File: src/inc/otfr_pkg.sv
// constants, types and delay tables of the overtemp fault responder
package otfr_pkg;

  // ****************************************************************
  // register
  // ****************************************************************
  localparam logic [7:0] CFG_OFFSET = 8'h50;
  localparam logic [7:0] CFG_RESET  = 8'h00;

  // ****************************************************************
  // field layout, bit 7 down to bit 0
  // ****************************************************************
  typedef enum logic [1:0] {
    ACT_IGNORE    = 2'h0,
    ACT_DELAYED   = 2'h1,
    ACT_IMMEDIATE = 2'h2,
    ACT_HOLD      = 2'h3
  } otfr_action_type;

  typedef struct packed {
    otfr_action_type action;  // bits [7:6]
    logic [2:0]      retry;   // bits [5:3]
    logic [2:0]      delay;   // bits [2:0]
  } otfr_cfg_type;

  localparam logic [2:0] RETRY_NONE     = 3'h0;
  localparam logic [2:0] RETRY_INFINITE = 3'h7;

  // ****************************************************************
  // sequencer states and status carrier
  // ****************************************************************
  typedef enum logic [2:0] {
    ST_IDLE     = 3'h0,
    ST_DELAY    = 3'h1,
    ST_OFF_WAIT = 3'h2,
    ST_RESTART  = 3'h3,
    ST_LATCHED  = 3'h4,
    ST_HOLD     = 3'h5
  } otfr_state_type;

  typedef struct packed {
    logic           fault_latched;
    logic           retry_active;
    logic           holding;
    logic [2:0]     attempts;
    otfr_state_type state;
  } otfr_status_type;

  // ****************************************************************
  // timing
  // ****************************************************************
  localparam int CLK_PERIOD_NS = 10;
  localparam int MS_PERIOD_NS  = 1000000;
  localparam int CYCLES_PER_MS =
    (MS_PERIOD_NS + CLK_PERIOD_NS - 1) / CLK_PERIOD_NS;

  localparam logic [11:0] SHUTDOWN_BASE_MS = 12'h00a;

  // shutdown delay doubles with each code step
  function automatic logic [11:0] otfr_shutdown_ms(
    input logic [2:0] code
  );
    return SHUTDOWN_BASE_MS << code;
  endfunction : otfr_shutdown_ms

  // restart interval in ms
  function automatic logic [11:0] otfr_restart_ms(
    input logic [2:0] code
  );
    logic [11:0] ms;
    ms = 12'h0fc;
    case (code)
      3'h0:    ms = 12'h0fc;
      3'h1:    ms = 12'h22e;
      3'h2:    ms = 12'h39c;
      3'h3:    ms = 12'h4ec;
      3'h4:    ms = 12'h63c;
      3'h5:    ms = 12'h78c;
      3'h6:    ms = 12'h8dc;
      default: ms = 12'ha2c;
    endcase
    return ms;
  endfunction : otfr_restart_ms

endpackage : otfr_pkg

File: src/logic/otfr_ms_tick.sv
// millisecond tick divider with restart for the fault responder
`timescale 1ns/1ps
module otfr_ms_tick #(
  parameter int CYCLES_PER_MS = otfr_pkg::CYCLES_PER_MS
) (
  // clock and reset
  input  wire logic mclk,
  input  wire logic rst_n,
  // control
  input  wire logic restart,
  // tick out
  output logic      tick
);

  logic [31:0] count;

  // restart aligns the phase so a timed wait is never cut short
  always_ff @(posedge mclk or negedge rst_n) begin
    if (!rst_n) begin
      count <= 32'h0000_0000;
      tick  <= 1'b0;
    end else if (restart) begin
      count <= 32'h0000_0000;
      tick  <= 1'b0;
    end else if (count == 32'(CYCLES_PER_MS - 1)) begin
      count <= 32'h0000_0000;
      tick  <= 1'b1;
    end else begin
      count <= count + 32'h0000_0001;
      tick  <= 1'b0;
    end
  end

endmodule : otfr_ms_tick

File: src/logic/otfr_responder.sv
// overtemperature fault response sequencer with its action register
`timescale 1ns/1ps

// Functional notes
// - action bits 7:6, code 00 ignores fault
// - code 01: run through delay, then retry
// - code 10: shut down now, then retry
// - code 11: off while fault, then re-enable
// - retry field gives attempts, 111 is unlimited
// - retries spent: output stays off, latched
// - reset clears latched fault condition
// - restart attempts spaced by restart interval
// - shutdown delay from fault to disable
// - delay codes map to fixed ms tables
module otfr_responder #(
  parameter int CYCLES_PER_MS = otfr_pkg::CYCLES_PER_MS
) (
  // clock and reset
  input  wire logic                  mclk,
  input  wire logic                  rst_n,
  // action register port
  input  wire logic                  reg_wr,
  input  wire logic [7:0]            reg_wdata,
  output logic [7:0]                 reg_rdata,
  // fault detector side
  input  wire logic                  ot_fault,
  // converter side
  output logic                       conv_out_en,
  // status
  output otfr_pkg::otfr_status_type  status
);

  // ****************************************************************
  // action register
  // ****************************************************************
  otfr_pkg::otfr_cfg_type cfg;

  always_ff @(posedge mclk or negedge rst_n) begin
    if (!rst_n) begin
      cfg <= otfr_pkg::otfr_cfg_type'(otfr_pkg::CFG_RESET);
    end else if (reg_wr) begin
      cfg <= otfr_pkg::otfr_cfg_type'(reg_wdata);
    end
  end

  // live config: a write mid-sequence steers the later steps
  assign reg_rdata = cfg;

  // ****************************************************************
  // millisecond timer
  // ****************************************************************
  logic        ms_tick;
  logic        timer_load;
  logic [11:0] timer_value;
  logic [11:0] ms_left;
  logic        timer_done;

  // divider restart costs at most two cycles per timed wait
  otfr_ms_tick #(
    .CYCLES_PER_MS (CYCLES_PER_MS)
  ) u_tick (
    .mclk    (mclk),
    .rst_n   (rst_n),
    .restart (timer_load),
    .tick    (ms_tick)
  );

  // counts whole ms; zero means the wait is over
  always_ff @(posedge mclk or negedge rst_n) begin
    if (!rst_n) begin
      ms_left <= 12'h000;
    end else if (timer_load) begin
      ms_left <= timer_value;
    end else if (ms_tick && ms_left != 12'h000) begin
      ms_left <= ms_left - 12'h001;
    end
  end

  assign timer_done = (ms_left == 12'h000);

  // ****************************************************************
  // sequencer
  // ****************************************************************
  otfr_pkg::otfr_state_type state;
  otfr_pkg::otfr_state_type next_state;
  logic [2:0]               attempts;
  logic [2:0]               next_attempts;
  logic                     retries_spent;

  // unlimited setting never exhausts the attempt budget
  assign retries_spent = (cfg.retry != otfr_pkg::RETRY_INFINITE) &&
                         (attempts >= cfg.retry);

  always_comb begin
    next_state    = state;
    next_attempts = attempts;
    timer_load    = 1'b0;
    timer_value   = otfr_pkg::otfr_restart_ms(cfg.delay);
    case (state)
      otfr_pkg::ST_IDLE: begin
        next_attempts = 3'h0;
        if (ot_fault) begin
          case (cfg.action)
            otfr_pkg::ACT_IGNORE: begin
              next_state = otfr_pkg::ST_IDLE;
            end
            otfr_pkg::ACT_DELAYED: begin
              timer_load  = 1'b1;
              timer_value = otfr_pkg::otfr_shutdown_ms(cfg.delay);
              next_state  = otfr_pkg::ST_DELAY;
            end
            otfr_pkg::ACT_IMMEDIATE: begin
              if (cfg.retry == otfr_pkg::RETRY_NONE) begin
                next_state = otfr_pkg::ST_LATCHED;
              end else begin
                timer_load = 1'b1;
                next_state = otfr_pkg::ST_OFF_WAIT;
              end
            end
            default: begin
              next_state = otfr_pkg::ST_HOLD;
            end
          endcase
        end
      end
      otfr_pkg::ST_DELAY: begin
        if (!ot_fault) begin
          next_state = otfr_pkg::ST_IDLE;
        end else if (timer_done) begin
          if (cfg.retry == otfr_pkg::RETRY_NONE) begin
            next_state = otfr_pkg::ST_LATCHED;
          end else begin
            timer_load = 1'b1;
            next_state = otfr_pkg::ST_OFF_WAIT;
          end
        end
      end
      otfr_pkg::ST_OFF_WAIT: begin
        if (timer_done) begin
          next_state = otfr_pkg::ST_RESTART;
          if (cfg.retry != otfr_pkg::RETRY_INFINITE) begin
            next_attempts = attempts + 3'h1;
          end
        end
      end
      otfr_pkg::ST_RESTART: begin
        // one enabled cycle, then judge the attempt on the fault
        if (!ot_fault) begin
          next_state = otfr_pkg::ST_IDLE;
        end else if (retries_spent) begin
          next_state = otfr_pkg::ST_LATCHED;
        end else begin
          timer_load = 1'b1;
          next_state = otfr_pkg::ST_OFF_WAIT;
        end
      end
      otfr_pkg::ST_LATCHED: begin
        next_state = otfr_pkg::ST_LATCHED;
      end
      otfr_pkg::ST_HOLD: begin
        if (!ot_fault) begin
          next_state = otfr_pkg::ST_IDLE;
        end
      end
      default: begin
        next_state = otfr_pkg::ST_IDLE;
      end
    endcase
  end

  // only reset leaves the latched state
  always_ff @(posedge mclk or negedge rst_n) begin
    if (!rst_n) begin
      state <= otfr_pkg::ST_IDLE;
    end else begin
      state <= next_state;
    end
  end

  always_ff @(posedge mclk or negedge rst_n) begin
    if (!rst_n) begin
      attempts <= 3'h0;
    end else begin
      attempts <= next_attempts;
    end
  end

  // ****************************************************************
  // outputs
  // ****************************************************************
  // registered from next state, so the enable pin never glitches
  always_ff @(posedge mclk or negedge rst_n) begin
    if (!rst_n) begin
      conv_out_en <= 1'b1;
    end else begin
      case (next_state)
        otfr_pkg::ST_OFF_WAIT: conv_out_en <= 1'b0;
        otfr_pkg::ST_LATCHED:  conv_out_en <= 1'b0;
        otfr_pkg::ST_HOLD:     conv_out_en <= 1'b0;
        default:               conv_out_en <= 1'b1;
      endcase
    end
  end

  // status follows next state so it lines up with the enable
  always_ff @(posedge mclk or negedge rst_n) begin
    if (!rst_n) begin
      status <= '{fault_latched: 1'b0, retry_active: 1'b0,
                  holding: 1'b0, attempts: 3'h0,
                  state: otfr_pkg::ST_IDLE};
    end else begin
      status.fault_latched <= (next_state == otfr_pkg::ST_LATCHED);
      status.retry_active  <= (next_state == otfr_pkg::ST_OFF_WAIT) ||
                              (next_state == otfr_pkg::ST_RESTART);
      status.holding       <= (next_state == otfr_pkg::ST_HOLD);
      status.attempts      <= next_attempts;
      status.state         <= next_state;
    end
  end

endmodule : otfr_responder

File: config.mk
export PLATFORM = sky130hd
export DESIGN_NAME = otfr_responder
export DESIGN_NICKNAME = d
export VERILOG_FILES = /design/src/inc/otfr_pkg.sv /design/src/logic/otfr_ms_tick.sv /design/src/logic/otfr_responder.sv
export SDC_FILE = /design/constraint.sdc
export NUM_CORES = 1
export LEC_CHECK = 0
export BUFFER_PORTS_ARGS = -buffer_cell sky130_fd_sc_hd__buf_2
export CORE_MARGIN = 1.5
export CORE_UTILIZATION = 61
export CTS_BUF_LIST = sky130_fd_sc_hd__clkbuf_2 sky130_fd_sc_hd__clkbuf_4 sky130_fd_sc_hd__clkbuf_8
export DETAILED_ROUTE_END_ITERATION = 8
export PLACE_DENSITY_LB_ADDON = 0.25
export RECOVER_POWER = 25
export SLEW_MARGIN = 15
export SYNTH_ARGS = -nofsm -noshare
export SYNTH_HDL_FRONTEND = slang
export SYNTH_SLANG_ARGS = --single-unit
File: constraint.sdc
create_clock -name mclk -period 2.78 [get_ports mclk]
set_clock_uncertainty 0.1 [all_clocks]
set_input_delay 0.139 -clock mclk [delete_from_list [all_inputs] [get_ports mclk]]
set_output_delay 0.139 -clock mclk [all_outputs]
set_load 0.05 [all_outputs]
After elaboration in Yosys (flattened, before gate mapping):

Cells that the tools add are included.

* register bits: 63
* latch bits: 0
* bits in writable memories: 0
* ROM bits: 0
* output and inout bits: 18
* logic and storage cells: 83
* memories: 0

* add/subtract/negate cells: 3
* multiply operators: 0
* div/mod/pow operators: 0
* $lt $le $gt $ge: 1
* equal/unequal tests: 21
* shift-type cells: 1
* multiplexer cells: 32
* bitwise logic cells: 0
* reductions and logical operators: 13

Operators with widths (count)
* case mux 12 bit (7 select lines): 1
* 2-to-1 mux 32 bit: 2
* 2-to-1 mux 12 bit: 5
* adder 32 x 1 -> 32 bit, second input constant: 1
* == test 32 x 17 -> 1 bit, second input constant: 1
* 2-to-1 mux 3 bit: 10
* == test 3 bit, second input constant: 7
* == test 3 x 2 -> 1 bit, second input constant: 6
* case mux 3 bit (6 select lines): 1
* logical NOT 12 bit: 1
* nonzero test 12 bit: 1
* << shifter 4 x 3 -> 12 bit, first input constant: 1
* subtractor 12 x 1 -> 12 bit, second input constant: 1
* logical NOT 3 bit: 3
* 2-to-1 mux 1 bit: 9
* case mux 3 bit (3 select lines): 1
* == test 3 x 1 -> 1 bit, second input constant: 2
* case mux 3 bit (2 select lines): 1
* != test 2 bit, second input constant: 2
* nonzero test 2 bit: 2
* adder 3 x 1 -> 3 bit, second input constant: 1
* >= comparator 3 bit: 1
* != test 3 bit, second input constant: 1
* case mux 1 bit (3 select lines): 1
* other kinds (8): 9

Longest topological paths before layout:

* depth after elaboration: 8
* depth in mapped cells: 9

By module:

A second synthesis with hierarchy kept.

* cell total of the unflattened synthesis: 385
* area, all modules: 3706.1 µm²

Modules (own cells, without submodules)
* otfr_responder: times used 1, cells each 207, area an instance 1914.3 µm²
* otfr_ms_tick: times used 1, cells each 178, area an instance 1791.7 µm²

Worst setup path before layout:

No wires, ideal clock.

* path type: register to register
* from: reg status[3] (netlist name)
* to: reg ms_left[1]
* arrival: 2.288 ns
* required time: 2.555 ns
* slack: 0.267 ns
* cell stages (with the launch flop): 9
* path buffers: 1
* path through: dfrtp_1 inv_1 ha_1 nand2b_1 a211oi_1 o21ai_0 and3_1 buf_6 mux2_4

RTL lines
* end signal, assigned: RTL line otfr_responder.sv:73 `ms_left <= timer_value;`
* end signal, assigned: RTL line otfr_responder.sv:75 `ms_left <= ms_left - 12'h001;`
* end, declared: RTL line otfr_responder.sv:55 `logic [11:0] ms_left;`

Worst setup path after layout:

* from: reg ms_left[0]
* to: reg ms_left[5]

* longest elaborated chain between the ends: 5
* elaborated cells on any way between the ends: 10
* classes of those cells: 1 x add/sub; 5 x mux; 4 x reduce/logical

RTL lines
* branches (longest 5 deep; another with subtractor 12 x 1 -> 12 bit)

Several ways; the timed one is not identified. The select of a mux whose other input is x is not followed.
A chain may end at the register's enable or synchronous reset.

==> impl_metrics.prom <==
# TYPE chip_impl_metric gauge
chip_impl_info{name="status",value="complete, but fails checks"} 1
chip_impl_info{name="violations",value="capacitance limit, slew limit"} 1
chip_impl_metric{name="setup_violations",unit=""} 0
chip_impl_metric{name="max-vdd-ir-drop",unit="mV"} 0.585
chip_impl_metric{name="total_switching_power",unit="mW"} 1.08
chip_impl_metric{name="post_synth_inst_count",unit=""} 379
chip_impl_info{name="setup.worst_path.class",value="reg -> reg"} 1
chip_impl_metric{name="power.share.combinational",unit="%"} 28.4
chip_impl_metric{name="row_count",unit=""} 27
chip_impl_metric{name="synth.yosys.seq_area_share",unit="%"} 43.9
chip_impl_metric{name="r2r.worst_path.cells",unit=""} 7
chip_impl_info{name="crit_chain",value="inv_1, ha_1, nor4b_4, and4_1, nand4_4, and3_1, mux2_4"} 1
chip_impl_metric{name="intPower",unit="mW"} 1.86
chip_impl_metric{name="dr_total_vias",unit=""} 2853
chip_impl_metric{name="ys_async_sr_fraction",unit="%"} 100
chip_impl_info{name="r2r_start",value="ms_left[0]"} 1
chip_impl_info{name="endpoint_kind",value="flip-flop"} 1
chip_impl_metric{name="clock_path_buffers",unit=""} 2
chip_impl_metric{name="synth-edff-count",unit=""} 0
chip_impl_metric{name="power_density",unit="nW/um2"} 720
chip_impl_info{name="netlist.top_cell.by_area",value="sky130_fd_sc_hd__dfrtp_1"} 1
chip_impl_metric{name="hpwlAfterDp",unit="um"} 4800
chip_impl_metric{name="area_growth_syn_to_layout",unit="%"} 13.3
chip_impl_metric{name="timing.critical_path.arrival",unit="ns"} 2.55
chip_impl_metric{name="overflow_after_grt",unit=""} 0
chip_impl_info{name="tritoncts",value="done"} 1
chip_impl_metric{name="grt_pass1_vias",unit=""} 2758
chip_impl_metric{name="synth_nets",unit=""} 400
chip_impl_metric{name="power.clock.fraction",unit="%"} 27.1
chip_impl_metric{name="numPortBuffers",unit=""} 29
chip_impl_info{name="min-delay-path-class",value="in -> reg"} 1
chip_impl_metric{name="synth.ff_latch_count",unit=""} 63
chip_impl_metric{name="layout_worst_path_cycle_share",unit="%"} 87.4
chip_impl_info{name="cts-root-buf",value="sky130_fd_sc_hd__clkbuf_8"} 1
chip_impl_metric{name="max-cap-violations",unit=""} 1
chip_impl_metric{name="grt_antenna_before_repair",unit=""} 0
chip_impl_metric{name="timing.critical_path.required",unit="ns"} 2.90
chip_impl_metric{name="final_count_of_hold_timing_violations",unit=""} 0
chip_impl_metric{name="total_neg_setup_slack",unit="ns"} 0
chip_impl_info{name="timing.hold.worst_endpoint",value="reg_rdata[0]"} 1
chip_impl_metric{name="replace_congestion",unit=""} 0.825
chip_impl_metric{name="grt_usage",unit="%"} 24.8
chip_impl_metric{name="nets",unit=""} 439
chip_impl_metric{name="headroom_to_the_max_slew_limit",unit="%"} -1.24
chip_impl_metric{name="total_power",unit="mW"} 2.93
chip_impl_metric{name="total_leakage_power",unit="nW"} 1.92
chip_impl_metric{name="grt_max_degree",unit=""} 64
chip_impl_metric{name="global_route_wire_length_before_repair",unit="um"} 12200
chip_impl_metric{name="period_needed",unit="ns"} 2.43
chip_impl_metric{name="proportion_of_layout_cells_with_a_drive_suffix_above_1",unit="%"} 14.9
chip_impl_metric{name="whs_path_depth",unit=""} 3
chip_impl_metric{name="design.die.area",unit="um2"} 6360
chip_impl_metric{name="sw_ratio",unit="%"} 36.7
chip_impl_metric{name="yosysWarningCount",unit=""} 0
chip_impl_info{name="holdCritStartpoint",value="reg_wr"} 1
chip_impl_info{name="mostFrequentLayoutCells",value="sky130_fd_sc_hd__dfrtp_1, sky130_fd_sc_hd__nor2_1, sky130_fd_sc_hd__nand2_1"} 1
chip_impl_metric{name="pin_count",unit=""} 30
chip_impl_metric{name="max_transition_viols_final",unit=""} 64
chip_impl_info{name="timing.critical_path.slowest_stage_cell",value="sky130_fd_sc_hd__and4_1"} 1
chip_impl_metric{name="crit_fanout",unit=""} 8
chip_impl_metric{name="route.detailed.wl_per_inst",unit="um"} 14.4
chip_impl_metric{name="achievable_frequency",unit="GHz"} 0.412
chip_impl_metric{name="clock_latency",unit="ns"} 0.35
chip_impl_metric{name="synthesis.area",unit="um2"} 3590
chip_impl_metric{name="cts-buffers-inserted",unit=""} 9
chip_impl_info{name="setup_repair_after_global_routing_missed_its_margin",value="false"} 1
chip_impl_metric{name="detail-route-antenna-nets",unit=""} 0
chip_impl_info{name="r2r_end",value="ms_left[5]"} 1
chip_impl_metric{name="diodes_inserted",unit=""} 0
chip_impl_metric{name="path_clk_slew",unit="ns"} 0.06
chip_impl_metric{name="post_synth.cell_area_avg",unit="um2"} 9.48
chip_impl_metric{name="worst-r2r-setup-slack",unit="ns"} 0.35
chip_impl_metric{name="initial_core_util",unit="%"} 64.1
chip_impl_metric{name="post-route-drc-count",unit=""} 0
chip_impl_metric{name="p_seq_share",unit="%"} 44.5
chip_impl_metric{name="fp.dieH",unit="um"} 79.8
chip_impl_info{name="yosys-top-cells-area",value="sky130_fd_sc_hd__dfrtp_1, sky130_fd_sc_hd__xor2_1, sky130_fd_sc_hd__nor2_1, sky130_fd_sc_hd__mux2i_1, sky130_fd_sc_hd__nand2_1"} 1
chip_impl_metric{name="synth_top_area_share",unit="%"} 43.2
chip_impl_metric{name="clock_sinks",unit=""} 63
chip_impl_metric{name="die_x",unit="um"} 79.8
chip_impl_metric{name="crit_path_max_incr_delay",unit="ns"} 0.47
chip_impl_metric{name="cts_htree_levels",unit=""} 3
chip_impl_info{name="synth_top_flop_cell",value="sky130_fd_sc_hd__dfrtp_1"} 1
chip_impl_metric{name="max_slew.worst_pin.slew",unit="ns"} 1.52
chip_impl_metric{name="routed_wirelength",unit="um"} 7120
chip_impl_metric{name="core_area",unit="um2"} 5610
chip_impl_metric{name="firstDrtPassIters",unit=""} 4
chip_impl_metric{name="post_drt_via_cell_ratio",unit=""} 5.76
chip_impl_metric{name="post_synth_num_cell_types",unit=""} 52
chip_impl_info{name="worst_setup_path_start_kind",value="flip-flop"} 1
chip_impl_info{name="mostFrequentLayoutCell",value="sky130_fd_sc_hd__dfrtp_1"} 1
chip_impl_metric{name="first_iter_violations",unit=""} 131
[layout make-up]
| cell class | instances | area [um2] |
|---|---|---|
| clock buffers | 12 | 153 |
| clock inverters | 4 | 45.0 |
| fillers | 421 | 1540 |
| inverters | 13 | 48.8 |
| multi-input cells | 288 | 1890 |
| flip-flops and latches | 63 | 1580 |
| well taps | 72 | 90.1 |
| repair buffers | 43 | 265 |
[registers in the layout (all words and copies together) (netlist names)]
signal	flops
conv_out_en	1
ms_left	12
reg_rdata	8
status	9
u_tick.count	32
u_tick.tick	1
[cells by family after synthesis]
| group | after synthesis | share of synthesized area (%) |
|---|---|---|
| AOI/OAI and AO/OA | 43 | 7.35 |
| xor gates and xnor gates | 37 | 9.02 |
| adders and majority gates | 9 | 3.13 |
| buffers and inverters | 28 | 3.41 |
| DFF | 63 | 43.9 |
| muxes | 21 | 6.30 |
| and+or+nand+nor | 178 | 26.9 |
[power groups by stage]
stage / Sequential (mW) / Clock (mW) / Combinational, mW
2_1_floorplan: 1.39 / 0 / 0.536
3_3_place_gp: 1.31 / 0 / 0.811
3_5_place_dp: 1.32 / 0 / 0.823
4_1_cts: 1.30 / 0.810 / 0.840
5_1_grt: 1.33 / 0.848 / 0.919
6_report: 1.31 / 0.795 / 0.832
[routing by layer]
layer  track usage (%)  share of wire (%)  routed length, um
met5                 0                  0                  0
met4              7.59                1.4                 99
met3              8.00                4.5                317
met2              43.7                 51               3640
met1              28.6                 43               3060
[cell usage after synthesis (all sizes together) (2+ instances only)]
library cell	instances
a21oi	10
a22o	2
a22oi	2
a31oi	3
and2	5
and3	8
and4	7
buf	7
clkbuf	8
dfrtp	62
ha	9
inv	13
mux2	7
mux2i	14
nand2	36
nand3	23
nand4	12
nor2	54
nor2b	2
nor3	7
nor3b	2
nor4	9
nor4b	3
o21ai	16
o31ai	2
or3	4
xnor2	11
xor2	26
[critical path: cells and delay by family (launching register included)]
kind	cells	cell delay [ns]
fa+ha+maj	1	0.20
mux	1	0.33
buf+inv	1	0.08
simple gates	4	1.23
flops	1	0.38
[stage by stage]
step	setup slack (ns)	hold WS (ns)	cells	utilization, %	instance area, um2
after floorplan	0.267	-0.257	379	-	3590
after global placement	0.383	0.241	470	67.6	3790
after detailed placement	0.361	0.249	470	67.6	3790
after CTS	0.331	0.0382	495	72.8	4080
after global routing	0.206	0.0903	495	72.6	4070
final	0.350	0.0511	495	72.6	4070
[what timing repair did]
action / CTS / global route
endpoints found under the hold margin: 70 / 0
gates resized for setup: 0 / 0
hold buffers: 9 / 0
buffers inserted: 0 / 0
[worst max path at each step]
| stage | start | endpoint | cells after the start |
|---|---|---|---|
| after floorplan | status[3] | ms_left[1] | 8 |
| after global placement | ms_left[0] | ms_left[5] | 7 |
| after detailed placement | ms_left[0] | ms_left[1] | 7 |
| after CTS | ms_left[0] | ms_left[5] | 7 |
| after global routing | ms_left[0] | ms_left[5] | 7 |
| final | ms_left[0] | ms_left[5] | 7 |
(Power assumes the default switching activity.)
